## src/design/pwrsd_pkg.sv

```systemverilog
package pwrsd_pkg;

    // clock and synchroniser depth
    localparam int CLK_FREQ_MHZ = 100;
    localparam int SYNC_STAGES  = 2;

    // enable wake-up: longest time, rounded down, less the input synchroniser latency
    localparam int EN_WAKE_MAX_US = 10;
    localparam int EN_WAKE_CYC    = EN_WAKE_MAX_US * CLK_FREQ_MHZ - SYNC_STAGES;
    localparam int WAKE_W         = $clog2(EN_WAKE_CYC + 1);

    // break time between one switch going off and the other going on (least time, rounded up)
    localparam int DEAD_TIME_NS = 20;
    localparam int DEAD_CYC     = (DEAD_TIME_NS * CLK_FREQ_MHZ + 999) / 1000;
    localparam int DEAD_W       = $clog2(DEAD_CYC + 1);

    // supply undervoltage glitch filter (least time, rounded up)
    localparam int UVLO_FILT_NS  = 500;
    localparam int UVLO_FILT_CYC = (UVLO_FILT_NS * CLK_FREQ_MHZ + 999) / 1000;

    // fault counts in pwm cycles
    localparam logic [2:0] PHASE_FLT_CYCLES = 3'h7;
    localparam logic [3:0] OCP_FLT_EVENTS   = 4'hA;
    localparam logic [1:0] OCP_CLEAR_CYCLES = 2'h3;

    // reset values
    localparam logic FAULT_RESET = 1'b0;

    typedef enum logic [1:0] {
        PWRSD_PWM_LOW,
        PWRSD_PWM_HIGH,
        PWRSD_PWM_TRI
    } pwrsd_pwm_t;

    typedef enum logic [1:0] {
        PWRSD_GD_OFF,
        PWRSD_GD_HS,
        PWRSD_GD_LS
    } pwrsd_gate_t;

    // three-level decode from the two threshold comparators
    function automatic pwrsd_pwm_t pwrsd_decode(input logic above_high, input logic below_low);
        if (above_high) begin
            return PWRSD_PWM_HIGH;
        end else if (below_low) begin
            return PWRSD_PWM_LOW;
        end else begin
            return PWRSD_PWM_TRI;
        end
    endfunction

endpackage

```

## src/design/pwrsd_filter.sv

```systemverilog
`timescale 1ns/1ps
`default_nettype none
module pwrsd_filter
    import pwrsd_pkg::*;
#(
    parameter int CYC = UVLO_FILT_CYC
) (
    input  wire logic clk,
    input  wire logic rstn,
    input  wire logic ce,
    input  wire logic d,
    output var  logic q
);

    localparam int CW = $clog2(CYC + 1);

    logic [CW-1:0] cnt;
    wire           differs = (d != q);
    wire           settled = (cnt == CW'(CYC - 1));

    // the output only follows once the input has held its new level for the whole window
    always_ff @(posedge clk or negedge rstn) begin
        if (!rstn) begin
            cnt <= '0;
            q   <= 1'b1;
        end else if (ce) begin
            if (!differs) begin
                cnt <= '0;
            end else if (settled) begin
                cnt <= '0;
                q   <= d;
            end else begin
                cnt <= cnt + CW'(1);
            end
        end
    end

endmodule
`default_nettype wire

```

## src/design/pwrsd_stage.sv

```systemverilog
`timescale 1ns/1ps
`default_nettype none
// Notes on behaviour
// - pwm high: low side off, high side on
// - pwm low: high side off before low on
// - tri-state or floating pwm: both switches off
// - enable low: deep sleep, drive stops now
// - deep sleep shorts current report to reference
// - active within 10 us of enable rising
// - over 140 C: fault high, switches off
// - fault held until below 120 C, resume
// - phase check at pwm rise with low on
// - seven phase-fault cycles raise fault, clean cycle clears
// - phase fault never blocks switching
// - filtered supply undervoltage: ignore pwm, both off
// - undervoltage weakly pulls fault low, and report too outside deep sleep
// - release only when both supplies recovered
// - bootstrap undervoltage drives fault high
// - overcurrent compare every cycle, fixed or set
// - overcurrent truncates the present high pulse
// - ten severe overcurrent events raise fault
// - three clean cycles clear overcurrent fault
// - fault pin actively driven high, wired bus
module pwrsd_stage
    import pwrsd_pkg::*;
(
    input  wire logic CLK,
    input  wire logic RSTN,
    input  wire logic CE,
    input  wire logic PWM_ABOVE_HIGH,
    input  wire logic PWM_BELOW_LOW,
    input  wire logic EN,
    input  wire logic TEMP_ABOVE_RISE,
    input  wire logic TEMP_BELOW_FALL,
    input  wire logic SW_ABOVE_SHORT,
    input  wire logic VCC_UNDERVOLT,
    input  wire logic VDRV_UNDERVOLT,
    input  wire logic BOOT_UNDERVOLT,
    input  wire logic OVERCURRENT_SET_PIN_OPEN,
    input  wire logic OVER_CURRENT_PROTECT_TRIP,
    input  wire logic OVER_CURRENT_PROTECT_SEVERE,
    output var  logic HS_GATE_ON,
    output var  logic LS_GATE_ON,
    output var  logic TEMP_FAULT_PIN_O,
    output var  logic TEMP_FAULT_PIN_OE,
    output var  logic TEMP_FAULT_PIN_WEAK_PD,
    output var  logic CURRENT_REPORT_OUT_WEAK_PD,
    output var  logic CURRENT_REPORT_OUT_TO_REFERENCE,
    output var  logic OCP_THRESHOLD_FIXED,
    output var  logic DEEP_SLEEP,
    output var  logic READY
);

    localparam int NSYNC = 12;

    // input synchronisers
    logic [NSYNC-1:0] raw_in;
    logic [NSYNC-1:0] sync_in;

    assign raw_in = {PWM_ABOVE_HIGH, PWM_BELOW_LOW, EN, TEMP_ABOVE_RISE, TEMP_BELOW_FALL,
                     SW_ABOVE_SHORT, VCC_UNDERVOLT, VDRV_UNDERVOLT, BOOT_UNDERVOLT,
                     OVERCURRENT_SET_PIN_OPEN, OVER_CURRENT_PROTECT_TRIP, OVER_CURRENT_PROTECT_SEVERE};

    pwrsd_sync #(
        .W (NSYNC)
    ) u_sync (
        .clk  (CLK),
        .rstn (RSTN),
        .ce   (CE),
        .d    (raw_in),
        .q    (sync_in)
    );

    wire pwm_hi_s   = sync_in[11];
    wire pwm_lo_s   = sync_in[10];
    wire en_s       = sync_in[9];
    wire t_rise_s   = sync_in[8];
    wire t_fall_s   = sync_in[7];
    wire sw_short_s = sync_in[6];
    wire vcc_uv_s   = sync_in[5];
    wire vdrv_uv_s  = sync_in[4];
    wire boot_uv_s  = sync_in[3];
    wire overcurrent_set_pin_op_s = sync_in[2];
    wire oc_trip_s  = sync_in[1];
    wire oc_sev_s   = sync_in[0];

    // supply undervoltage
    logic vcc_uv_f;
    logic vdrv_uv_f;

    pwrsd_filter #(
        .CYC (UVLO_FILT_CYC)
    ) u_vcc_filt (
        .clk  (CLK),
        .rstn (RSTN),
        .ce   (CE),
        .d    (vcc_uv_s),
        .q    (vcc_uv_f)
    );

    pwrsd_filter #(
        .CYC (UVLO_FILT_CYC)
    ) u_vdrv_filt (
        .clk  (CLK),
        .rstn (RSTN),
        .ce   (CE),
        .d    (vdrv_uv_s),
        .q    (vdrv_uv_f)
    );

    // lockout holds until both supplies are good again; filters start in lockout at reset
    wire uvlo = vcc_uv_f | vdrv_uv_f;

    // pwm decode and edges
    pwrsd_pwm_t pwm_now;
    pwrsd_pwm_t pwm_prev;

    assign pwm_now = pwrsd_decode(pwm_hi_s, pwm_lo_s);

    wire pwm_rise = (pwm_now == PWRSD_PWM_HIGH) && (pwm_prev != PWRSD_PWM_HIGH);
    wire pwm_fall = (pwm_now != PWRSD_PWM_HIGH) && (pwm_prev == PWRSD_PWM_HIGH);

    // enable and wake-up
    logic [WAKE_W-1:0] wake_cnt;
    logic              ready;

    wire sleep     = !en_s;
    wire wake_done = (wake_cnt == WAKE_W'(EN_WAKE_CYC - 1));

    always_ff @(posedge CLK or negedge RSTN) begin
        if (!RSTN) begin
            wake_cnt <= '0;
            ready    <= 1'b0;
        end else if (CE) begin
            if (sleep) begin
                wake_cnt <= '0;
                ready    <= 1'b0;
            end else if (!ready) begin
                wake_cnt <= wake_done ? wake_cnt : wake_cnt + WAKE_W'(1);
                ready    <= wake_done;
            end
        end
    end

    // over-temperature
    logic otp;

    // rising threshold wins if both comparators claim at once
    always_ff @(posedge CLK or negedge RSTN) begin
        if (!RSTN) begin
            otp <= FAULT_RESET;
        end else if (CE) begin
            if (t_rise_s) begin
                otp <= 1'b1;
            end else if (t_fall_s) begin
                otp <= 1'b0;
            end
        end
    end

    // gate drive
    pwrsd_gate_t       gd_state;
    pwrsd_gate_t       next_gd_state;
    logic [DEAD_W-1:0] dead_cnt;
    logic              oc_cut;

    // phase fault and overcurrent flags are deliberately absent here; sleep cuts before ready drops
    wire drive_allowed = ready && !sleep && !uvlo && !otp;
    wire want_hs       = drive_allowed && (pwm_now == PWRSD_PWM_HIGH) && !oc_cut;
    wire want_ls       = drive_allowed && (pwm_now == PWRSD_PWM_LOW);
    wire dead_done     = (dead_cnt == DEAD_W'(DEAD_CYC));

    always_comb begin
        next_gd_state = gd_state;
        unique case (gd_state)
            PWRSD_GD_OFF: begin
                if (want_hs && dead_done) begin
                    next_gd_state = PWRSD_GD_HS;
                end else if (want_ls && dead_done) begin
                    next_gd_state = PWRSD_GD_LS;
                end
            end
            PWRSD_GD_HS: begin
                if (!want_hs) begin
                    next_gd_state = PWRSD_GD_OFF;
                end
            end
            PWRSD_GD_LS: begin
                if (!want_ls) begin
                    next_gd_state = PWRSD_GD_OFF;
                end
            end
        endcase
    end

    // tri-state requests from the controller land in the off state
    always_ff @(posedge CLK or negedge RSTN) begin
        if (!RSTN) begin
            gd_state <= PWRSD_GD_OFF;
            dead_cnt <= '0;
        end else if (CE) begin
            gd_state <= next_gd_state;
            if (next_gd_state != PWRSD_GD_OFF) begin
                dead_cnt <= '0;
            end else if (!dead_done) begin
                dead_cnt <= dead_cnt + DEAD_W'(1);
            end
        end
    end

    // gate outputs decoded from the state register; sleep and lockout cut them at once
    assign HS_GATE_ON = (gd_state == PWRSD_GD_HS) && drive_allowed && !oc_cut;
    assign LS_GATE_ON = (gd_state == PWRSD_GD_LS) && drive_allowed;

    // phase fault
    logic [2:0] ph_cnt;
    logic       ph_flag;

    wire ph_check = pwm_rise && (gd_state == PWRSD_GD_LS);
    wire ph_bad   = ph_check && sw_short_s;
    wire ph_sat   = (ph_cnt == PHASE_FLT_CYCLES);

    always_ff @(posedge CLK or negedge RSTN) begin
        if (!RSTN) begin
            ph_cnt  <= '0;
            ph_flag <= FAULT_RESET;
        end else if (CE) begin
            if (sleep) begin
                ph_cnt  <= '0;
                ph_flag <= 1'b0;
            end else if (ph_bad) begin
                ph_cnt  <= ph_sat ? ph_cnt : ph_cnt + 3'h1;
                ph_flag <= ph_flag || (ph_cnt == PHASE_FLT_CYCLES - 3'h1);
            end else if (ph_check) begin
                ph_cnt  <= '0;
                ph_flag <= 1'b0;
            end
        end
    end

    // overcurrent
    logic [3:0] sev_cnt;
    logic [1:0] clean_cnt;
    logic       sev_seen;
    logic       oc_seen;
    logic       oc_flag;
    logic       ocp_fixed;

    wire in_high   = (pwm_now == PWRSD_PWM_HIGH);
    wire oc_now    = in_high && oc_trip_s;
    wire sev_now   = in_high && oc_sev_s;
    wire sev_sat   = (sev_cnt == OCP_FLT_EVENTS);
    wire clean_sat = (clean_cnt == OCP_CLEAR_CYCLES);

    // truncation lasts to the end of the pulse; the next rise starts clean
    always_ff @(posedge CLK or negedge RSTN) begin
        if (!RSTN) begin
            oc_cut   <= 1'b0;
            oc_seen  <= 1'b0;
            sev_seen <= 1'b0;
        end else if (CE) begin
            if (pwm_fall || sleep) begin
                oc_cut   <= 1'b0;
                oc_seen  <= 1'b0;
                sev_seen <= 1'b0;
            end else begin
                oc_cut   <= oc_cut || oc_now;
                oc_seen  <= oc_seen || oc_now;
                sev_seen <= sev_seen || sev_now;
            end
        end
    end

    // a non-severe trip breaks the severe run without counting as clean
    always_ff @(posedge CLK or negedge RSTN) begin
        if (!RSTN) begin
            sev_cnt   <= '0;
            clean_cnt <= '0;
            oc_flag   <= FAULT_RESET;
        end else if (CE) begin
            if (sleep) begin
                sev_cnt   <= '0;
                clean_cnt <= '0;
                oc_flag   <= 1'b0;
            end else if (pwm_fall) begin
                if (sev_seen || sev_now) begin
                    sev_cnt   <= sev_sat ? sev_cnt : sev_cnt + 4'h1;
                    clean_cnt <= '0;
                    oc_flag   <= oc_flag || (sev_cnt == OCP_FLT_EVENTS - 4'h1);
                end else if (oc_seen || oc_now) begin
                    sev_cnt   <= '0;
                    clean_cnt <= '0;
                end else begin
                    sev_cnt   <= '0;
                    clean_cnt <= clean_sat ? clean_cnt : clean_cnt + 2'h1;
                    if (clean_cnt == OCP_CLEAR_CYCLES - 2'h1) begin
                        oc_flag <= 1'b0;
                    end
                end
            end
        end
    end

    // threshold source: fixed level when the set pin is open or tied high
    always_ff @(posedge CLK or negedge RSTN) begin
        if (!RSTN) begin
            ocp_fixed <= 1'b1;
        end else if (CE) begin
            ocp_fixed <= overcurrent_set_pin_op_s;
        end
    end

    assign OCP_THRESHOLD_FIXED = ocp_fixed;

    // fault pin and current report
    wire any_fault = otp || ph_flag || boot_uv_s || oc_flag;

    // the pin drives high only for a fault and otherwise leaves the bus to the temperature level
    assign TEMP_FAULT_PIN_O                = any_fault && !uvlo;
    assign TEMP_FAULT_PIN_OE               = any_fault && !uvlo;
    assign TEMP_FAULT_PIN_WEAK_PD          = uvlo;
    assign CURRENT_REPORT_OUT_WEAK_PD      = uvlo && !sleep;
    assign CURRENT_REPORT_OUT_TO_REFERENCE = sleep;
    assign DEEP_SLEEP                      = sleep;
    assign READY                           = ready;

    always_ff @(posedge CLK or negedge RSTN) begin
        if (!RSTN) begin
            pwm_prev <= PWRSD_PWM_TRI;
        end else if (CE) begin
            pwm_prev <= pwm_now;
        end
    end

endmodule
`default_nettype wire

```

## src/design/pwrsd_sync.sv

```systemverilog
`timescale 1ns/1ps
`default_nettype none
module pwrsd_sync
    import pwrsd_pkg::*;
#(
    parameter int W = 1
) (
    input  wire logic         clk,
    input  wire logic         rstn,
    input  wire logic         ce,
    input  wire logic [W-1:0] d,
    output var  logic [W-1:0] q
);

    logic [W-1:0] meta;

    always_ff @(posedge clk or negedge rstn) begin
        if (!rstn) begin
            meta <= '0;
            q    <= '0;
        end else if (ce) begin
            meta <= d;
            q    <= meta;
        end
    end

endmodule
`default_nettype wire

```

## config.mk

```make
export PLATFORM = sky130hd
export DESIGN_NAME = pwrsd_stage
export DESIGN_NICKNAME = d
export VERILOG_FILES = /design/src/design/pwrsd_pkg.sv /design/src/design/pwrsd_filter.sv /design/src/design/pwrsd_stage.sv /design/src/design/pwrsd_sync.sv
export SDC_FILE = /design/constraint.sdc
export NUM_CORES = 1
export LEC_CHECK = 0
export ABC_AREA = 1
export BUFFER_PORTS_ARGS = -buffer_cell sky130_fd_sc_hd__buf_2
export CAP_MARGIN = 20
export CELL_PAD_IN_SITES_DETAIL_PLACEMENT = 0
export CELL_PAD_IN_SITES_GLOBAL_PLACEMENT = 2
export CORE_AREA = 2 2 100 102
export CTS_CLUSTER_SIZE = 8
export DETAILED_ROUTE_END_ITERATION = 8
export DIE_AREA = 0 0 102 104
export PLACE_DENSITY_LB_ADDON = 0.1
export SLEW_MARGIN = 10
export SYNTH_ARGS = -nofsm -noshare
export SYNTH_HDL_FRONTEND = slang
export SYNTH_SLANG_ARGS = --single-unit
export TNS_END_PERCENT = 50
```

## constraint.sdc

```tcl
create_clock -name CLK -period 3 [get_ports CLK]
set_input_delay 0.45 -clock CLK [delete_from_list [all_inputs] [get_ports CLK]]
set_output_delay 0.45 -clock CLK [all_outputs]
set_load 0.05 [all_outputs]
```

==> results.json, run 1 <==
{
  "synth_area_um2": 3712,
  "setup-tns-final_ns": 0,
  "power_density_nw_per_um2": 577.7,
  "setup-violations-final": 0,
  "row_count": 36,
  "grt_usage_pct": 15.62,
  "synth_area_leader_cell": "dfrtp_1",
  "layout_min_cycle_time_ns": 2.071,
  "cts.repair.resized": 0,
  "die_h_um": 104,
  "crit_family": "flip-flops",
  "synth.avg_cell_area_um2": 8.324,
  "seq_area_frac_synth_pct": 47.99,
  "post_cts_buffers": 0,
  "rsz0062_at_grt": "no",
  "nNetsFinal": 501,
  "reg2regPathDepth": 7,
  "fin_ws_ns": 0.9295,
  "relSlewSlack_pct": 64.13,
  "finalInstanceArea_um2": 4121,
  "first_global_vias": 2684,
  "seq_area_um2": 1782,
  "path_max_fanout": 8,
  "slowest_delay_ns": 0.56,
  "tightest_slew_ns": 0.5381,
  "cts_buffers": 9,
  "synth-async-reset-ratio_pct": 100.0,
  "viasPerCell": 4.516,
  "p_sw_mw": 0.7531,
  "postCtsHoldBufs": 0,
  "clkPwrFrac_pct": 31.9,
  "ant_nets": 0,
  "die_area_um2": 10610,
  "vdd_drop_max_mv": 0.2548,
  "crit_required_ns": 2.55,
  "intPower_mw": 1.628,
  "r2r_start": "wake_cnt[0]",
  "p_leak_nw": 2.027,
  "synthTopCellsByArea": "dfrtp_1 (45%), nand2_1 (11%), inv_1 (6.1%)",
  "gp_congestion": 0.7781,
  "dpl.hpwl_mm": 4.945,
  "crit_chain": "nand3_1, nor2_2, inv_1, nor3_1, buf_2",
  "maxCapViolCount": 0,
  "grt.overflow.total": 0,
  "insertion_delay_ns": 0.35,
  "clkSlewWorstSetupHoldPaths_ns": 0.08,
  "synth_top_area_share_pct": 45.16,
  "outcome": "completed",
  "cts_tree": "done",
  "multi_input_area_um2": 1580,
  "cp.arrival_ns": 1.62,
  "drc_errors": 0,
  "antenna_found_initial": 0,
  "path_buf_inv": 2,
  "grt_max_degree": 72,
  "synth_commonest_cells": "nand2_1 (104), dfrtp_1 (67), inv_1 (60)",
  "finClkSkew_ns": 0.009973,
  "hold_path.class": "in2async",
  "synth.distinct_cells": 36,
  "dr.pass1.iters": 4,
  "swShare_pct": 31.63,
  "die_x_um": 102,
  "path_class": "reg2out",
  "fin_crit_sh_pct": 69.02,
  "synth_ff_type": "dfrtp_1",
  "drt_wl_total_mm": 7.341,
  "initial_utilization_pct": 38.88,
  "synth-edff-count": 0,
  "cts_max_level": 3,
  "core_area_um2": 9549,
  "drt_iter0_markers": 110,
  "combPwrFrac_pct": 19.0,
  "crit_path_end_kind": "primary output",
  "drive_gt1_share_pct": 15.19,
  "hold_ws_ns": 0.1113,
  "vias": 2741,
  "yosys_warnings": 0,
  "ys_ff_latch": 71,
  "fill_cells": 1016,
  "n_antenna_cell": 0,
  "grt_pass1_wl_mm": 13.01,
  "area_growth_pct": 11.02,
  "finalMaxSlewViolations": 0,
  "cpMaxStageDelayCell": "dfrtp_1",
  "num_io_pins": 25,
  "place_area_um2": 3931,
  "syn-instance-count": 446,
  "clock-root-buffer": "clkbuf_8",
  "clockBufferDepth": 2,
  "startpoint_type": "register",
  "r2r_end": "wake_cnt[6]",
  "rrSetupSlack_ns": 1.25,
  "timing.final.hold_violations": 0,
  "wire_per_inst_um": 12.09,
  "yosysMostFrequentCell": "nand2_1",
  "seqPwrFrac_pct": 49.1,
  "port-buffer-count": 24,
  "clock_sinks": 71,
  "fmax_mhz": 483.0,
  "dp_slack_ns": 1.033,
  "syn_nets": 478
}
power groups by stage:
stage / logic [mW] / clock network (mW) / registers, mW
final: 0.451 / 0.760 / 1.17
after global placement: 0.454 / 0 / 1.19
after floorplan: 0.355 / 0 / 1.17
after global routing: 0.536 / 0.836 / 1.19
after detailed placement: 0.457 / 0 / 1.19
after CTS: 0.458 / 0.787 / 1.17
cells in the final DEF, fill, tap and decap left out, types with 3 or more instances in the layout:
cell / n
nand2_1: 104
dfrtp_1: 67
inv_1: 60
nor2_1: 36
o21ai_0: 27
buf_2: 24
nand3_1: 19
ha_1: 17
a21oi_1: 14
nand4_1: 12
nor3_1: 11
xor2_1: 10
clkbuf_8: 10
nand2_2: 9
inv_2: 8
o22ai_1: 5
o21ai_1: 5
dfstp_2: 4
nor2_2: 3
clkinv_2: 3
metrics by stage:
| step | total power [mW] | utilization (%) | instances |
|---|---|---|---|
| floorplan | 1.522 | - | 446 |
| global placement | 1.642 | 41.17 | 591 |
| detailed placement | 1.647 | 41.17 | 591 |
| CTS | 2.418 | 43.16 | 607 |
| global route | 2.560 | 43.16 | 607 |
| finish | 2.381 | 43.16 | 607 |
flip-flops by register name, indices dropped and copies added, names as in the netlist:
name and count:
OCP_THRESHOLD_FIXED 1, READY 1, clean_cnt 2, dead_cnt 2
gd_state 2, oc_cut 1, oc_flag 1, oc_seen 1
otp 1, ph_cnt 3, ph_flag 1, pwm_prev 2
sev_cnt 4, sev_seen 1, u_sync.meta 12, u_sync.q 12
u_vcc_filt.cnt 6, u_vcc_filt.q 1, u_vdrv_filt.cnt 6, u_vdrv_filt.q 1
wake_cnt 10
cell families (layout without fill, tap and decap cells):
logic type | Yosys count | in the layout | share of synthesized area (%)
AND/OR/NAND/NOR | 204 | 204 | 24.47
buffers and inverters | 82 | 110 | 9.437
flip-flops | 71 | 71 | 47.99
AO/OA/AOI/OAI | 58 | 58 | 8.932
adder cells (fa/ha/maj) | 17 | 17 | 5.730
XOR/XNOR | 11 | 11 | 2.595
multiplexers | 3 | 3 | 0.8426
worst max-delay path by stage:
stage	from	to	slack [ns]	depth (start not counted)
2_1_floorplan	READY	HS_GATE_ON	0.53	4
3_3_place_gp	CE	wake_cnt[6]	1.05	5
3_5_place_dp	CE	wake_cnt[6]	1.03	5
4_1_cts	u_sync.q[9]	HS_GATE_ON	0.87	5
5_1_grt	u_sync.q[9]	HS_GATE_ON	0.73	5
6_report	u_sync.q[9]	HS_GATE_ON	0.93	5
cell type report:
cell class | count | share of cell area (%)
clock buffer | 12 | 3.522
clock inverter | 4 | 1.093
inverter | 68 | 6.193
multi-input combinational | 293 | 38.34
sequential | 71 | 43.23
tap | 133 | 4.038
timing repair buffer | 26 | 3.582
layer usage:
metal | GRT usage [%] | vias to the layer above | wire, um
met3 | 4.772 | 7 | 249
met4 | 5.048 | 0 | 85
met5 | 0 | - | 0
li1 | - | 1457 | -
met1 | 22.89 | 1241 | 3931
met2 | 21.95 | 36 | 3076
No activity file was read; power rests on OpenSTA's default activity.
==> inputs of run 2 (changes only) <==
CORE_AREA = 2 2 104 106   (was 2 2 100 102)
DIE_AREA = 0 0 106 108   (was 0 0 102 104)
clock period = 1.92 ns   (was 3 ns; I/O delays follow)
==> results.json, run 2 (same netlist as run 1, synthesis figures left out) <==
{
  "hold_ws_ns": 0.1516,
  "startpoint": "u_vcc_filt.q",
  "dp_slack_ns": 0.3114,
  "layout_min_cycle_time_ns": 1.773,
  "clockBufferDepth": 2,
  "r2r_start": "dead_cnt[0]",
  "cp.arrival_ns": 1.49,
  "timing.final.hold_violations": 0,
  "core_area_um2": 10230,
  "cts_buffers": 9,
  "nNetsFinal": 507,
  "slowest_delay_ns": 0.40,
  "final_cell_mix": "nand2_1 (104), dfrtp_1 (66), inv_1 (60), nor2_1 (36), o21ai_0 (27)",
  "finalMaxSlewViolations": 0,
  "die_area_um2": 11450,
  "drc_errors": 0,
  "path_buf_inv": 3,
  "grt_max_degree": 39,
  "first_global_vias": 2793,
  "rsz0062_at_grt": "no",
  "gp_congestion": 0.7390,
  "die_h_um": 108,
  "reg2regPathDepth": 13,
  "dr.pass1.iters": 4,
  "relSlewSlack_pct": 62.32,
  "n_antenna_cell": 0,
  "clock_sinks": 71,
  "grt_pass1_wl_mm": 13.57,
  "cp_num_cells": 6,
  "vias": 2809,
  "ant_nets": 0,
  "row_count": 37,
  "power.total_mw": 3.785,
  "cpMaxStageDelayCell": "dfstp_2",
  "drive_gt1_share_pct": 16.88,
  "path_max_fanout": 5,
  "rrSetupSlack_ns": 0.30,
  "setup-violations-final": 0,
  "power_density_nw_per_um2": 898.2,
  "initial_utilization_pct": 36.28,
  "finClkSkew_ns": 0.009535,
  "min_path_cells": 3,
  "outcome": "completed",
  "insertion_delay_ns": 0.34,
  "dpl.hpwl_mm": 5.457,
  "wire_per_inst_um": 12.45,
  "startpoint_type": "register",
  "grt.overflow.total": 0,
  "vdd_drop_max_mv": 0.3411,
  "cts_max_level": 3,
  "multi_input_area_um2": 1585,
  "utilization_pct": 41.19,
  "setup-tns-final_ns": 0,
  "fill_cells": 1073,
  "seq_area_um2": 1783,
  "clkSlewWorstSetupHoldPaths_ns": 0.08,
  "final_common_cell": "nand2_1",
  "hp-start": "OVERCURRENT_SET_PIN_OPEN",
  "path_class": "reg2out",
  "fmax_mhz": 563.9,
  "p_leak_nw": 2.054,
  "cts_tree": "done",
  "tightest_slew_ns": 0.5652,
  "drt_iter0_markers": 106,
  "maxCapViolCount": 0,
  "top_regs": "u_sync.meta x12, u_sync.q x12, wake_cnt x10",
  "crit_path_end_kind": "primary output",
  "fin_crit_sh_pct": 92.36,
  "port-buffer-count": 24,
  "grt_usage_pct": 14.93,
  "area_growth_pct": 13.52,
  "crit_chain": "nor2_4, inv_2, nor2_2, inv_1, nor3_2, buf_4",
  "antenna_found_initial": 0,
  "crit_family": "flip-flops",
  "crit_required_ns": 1.63,
  "num_io_pins": 25,
  "drt_wl_total_mm": 7.671,
  "clock-root-buffer": "clkbuf_8",
  "die_x_um": 106,
  "hold_path.class": "in2reg",
  "fin_ws_ns": 0.1466,
  "viasPerCell": 4.560
}
-- run 2: cell type report --
class / instances / share of cell area [%]
multi-input cells: 293 / 37.62
well taps: 136 / 4.038
inverters: 68 / 6.057
flip-flops and latches: 71 / 42.31
repair buffers: 32 / 5.048
clock inverters: 6 / 1.663
clock buffers: 10 / 3.266
-- run 2: worst paths after layout --
kind,end
max,HS_GATE_ON
min,u_sync.meta[2]
max reg2reg,dead_cnt[0]
min reg2reg,pwm_prev[1]
max in group asynchronous,OCP_THRESHOLD_FIXED
min in group asynchronous,sev_cnt[2]
-- run 2: per-layer routing --
layer / GRT usage (%) / up-vias / share of wire [%]
li1: - / 1483 / -
met1: 20.89 / 1286 / 51
met2: 24.06 / 34 / 46
met3: 2.291 / 6 / 2.5
met4: 4.511 / 0 / 0.82
met5: 0 / - / 0
-- run 2: worst register-to-register path, cell delays in order, from the launching register on --
cell and delay, ns:
dfrtp_1 0.38, inv_1 0.08, ha_1 0.25, nand2_1 0.08
nor2_1 0.10, nand3_1 0.10, nand2_1 0.07, inv_1 0.05
nand2_1 0.06, nand2_1 0.08, nand3_2 0.06, nand2_1 0.07
nand2_1 0.07, nand2_1 0.06
-- run 2: power by group --
group | switching (mW) | internal (mW)
Combinational | 0.467 | 0.259
Clock | 0.595 | 0.640
Sequential | 0.156 | 1.67
Total | 1.22 | 2.57
-- run 2: repair_timing --
item                                   in CTS  in global routing
endpoints found under the hold margin      18                  0
setup endpoints to repair                   0                  2
hold buffers                                1                  0
buffers inserted                            0                  0
resized for setup                           0                  4
-- run 2: metrics by stage --
stage                     cell area, um2  cells
after floorplan                     3717    446
after global placement              3990    599
after detailed placement            3990    599
after CTS                           4208    616
after global routing                4214    616
final                               4214    616
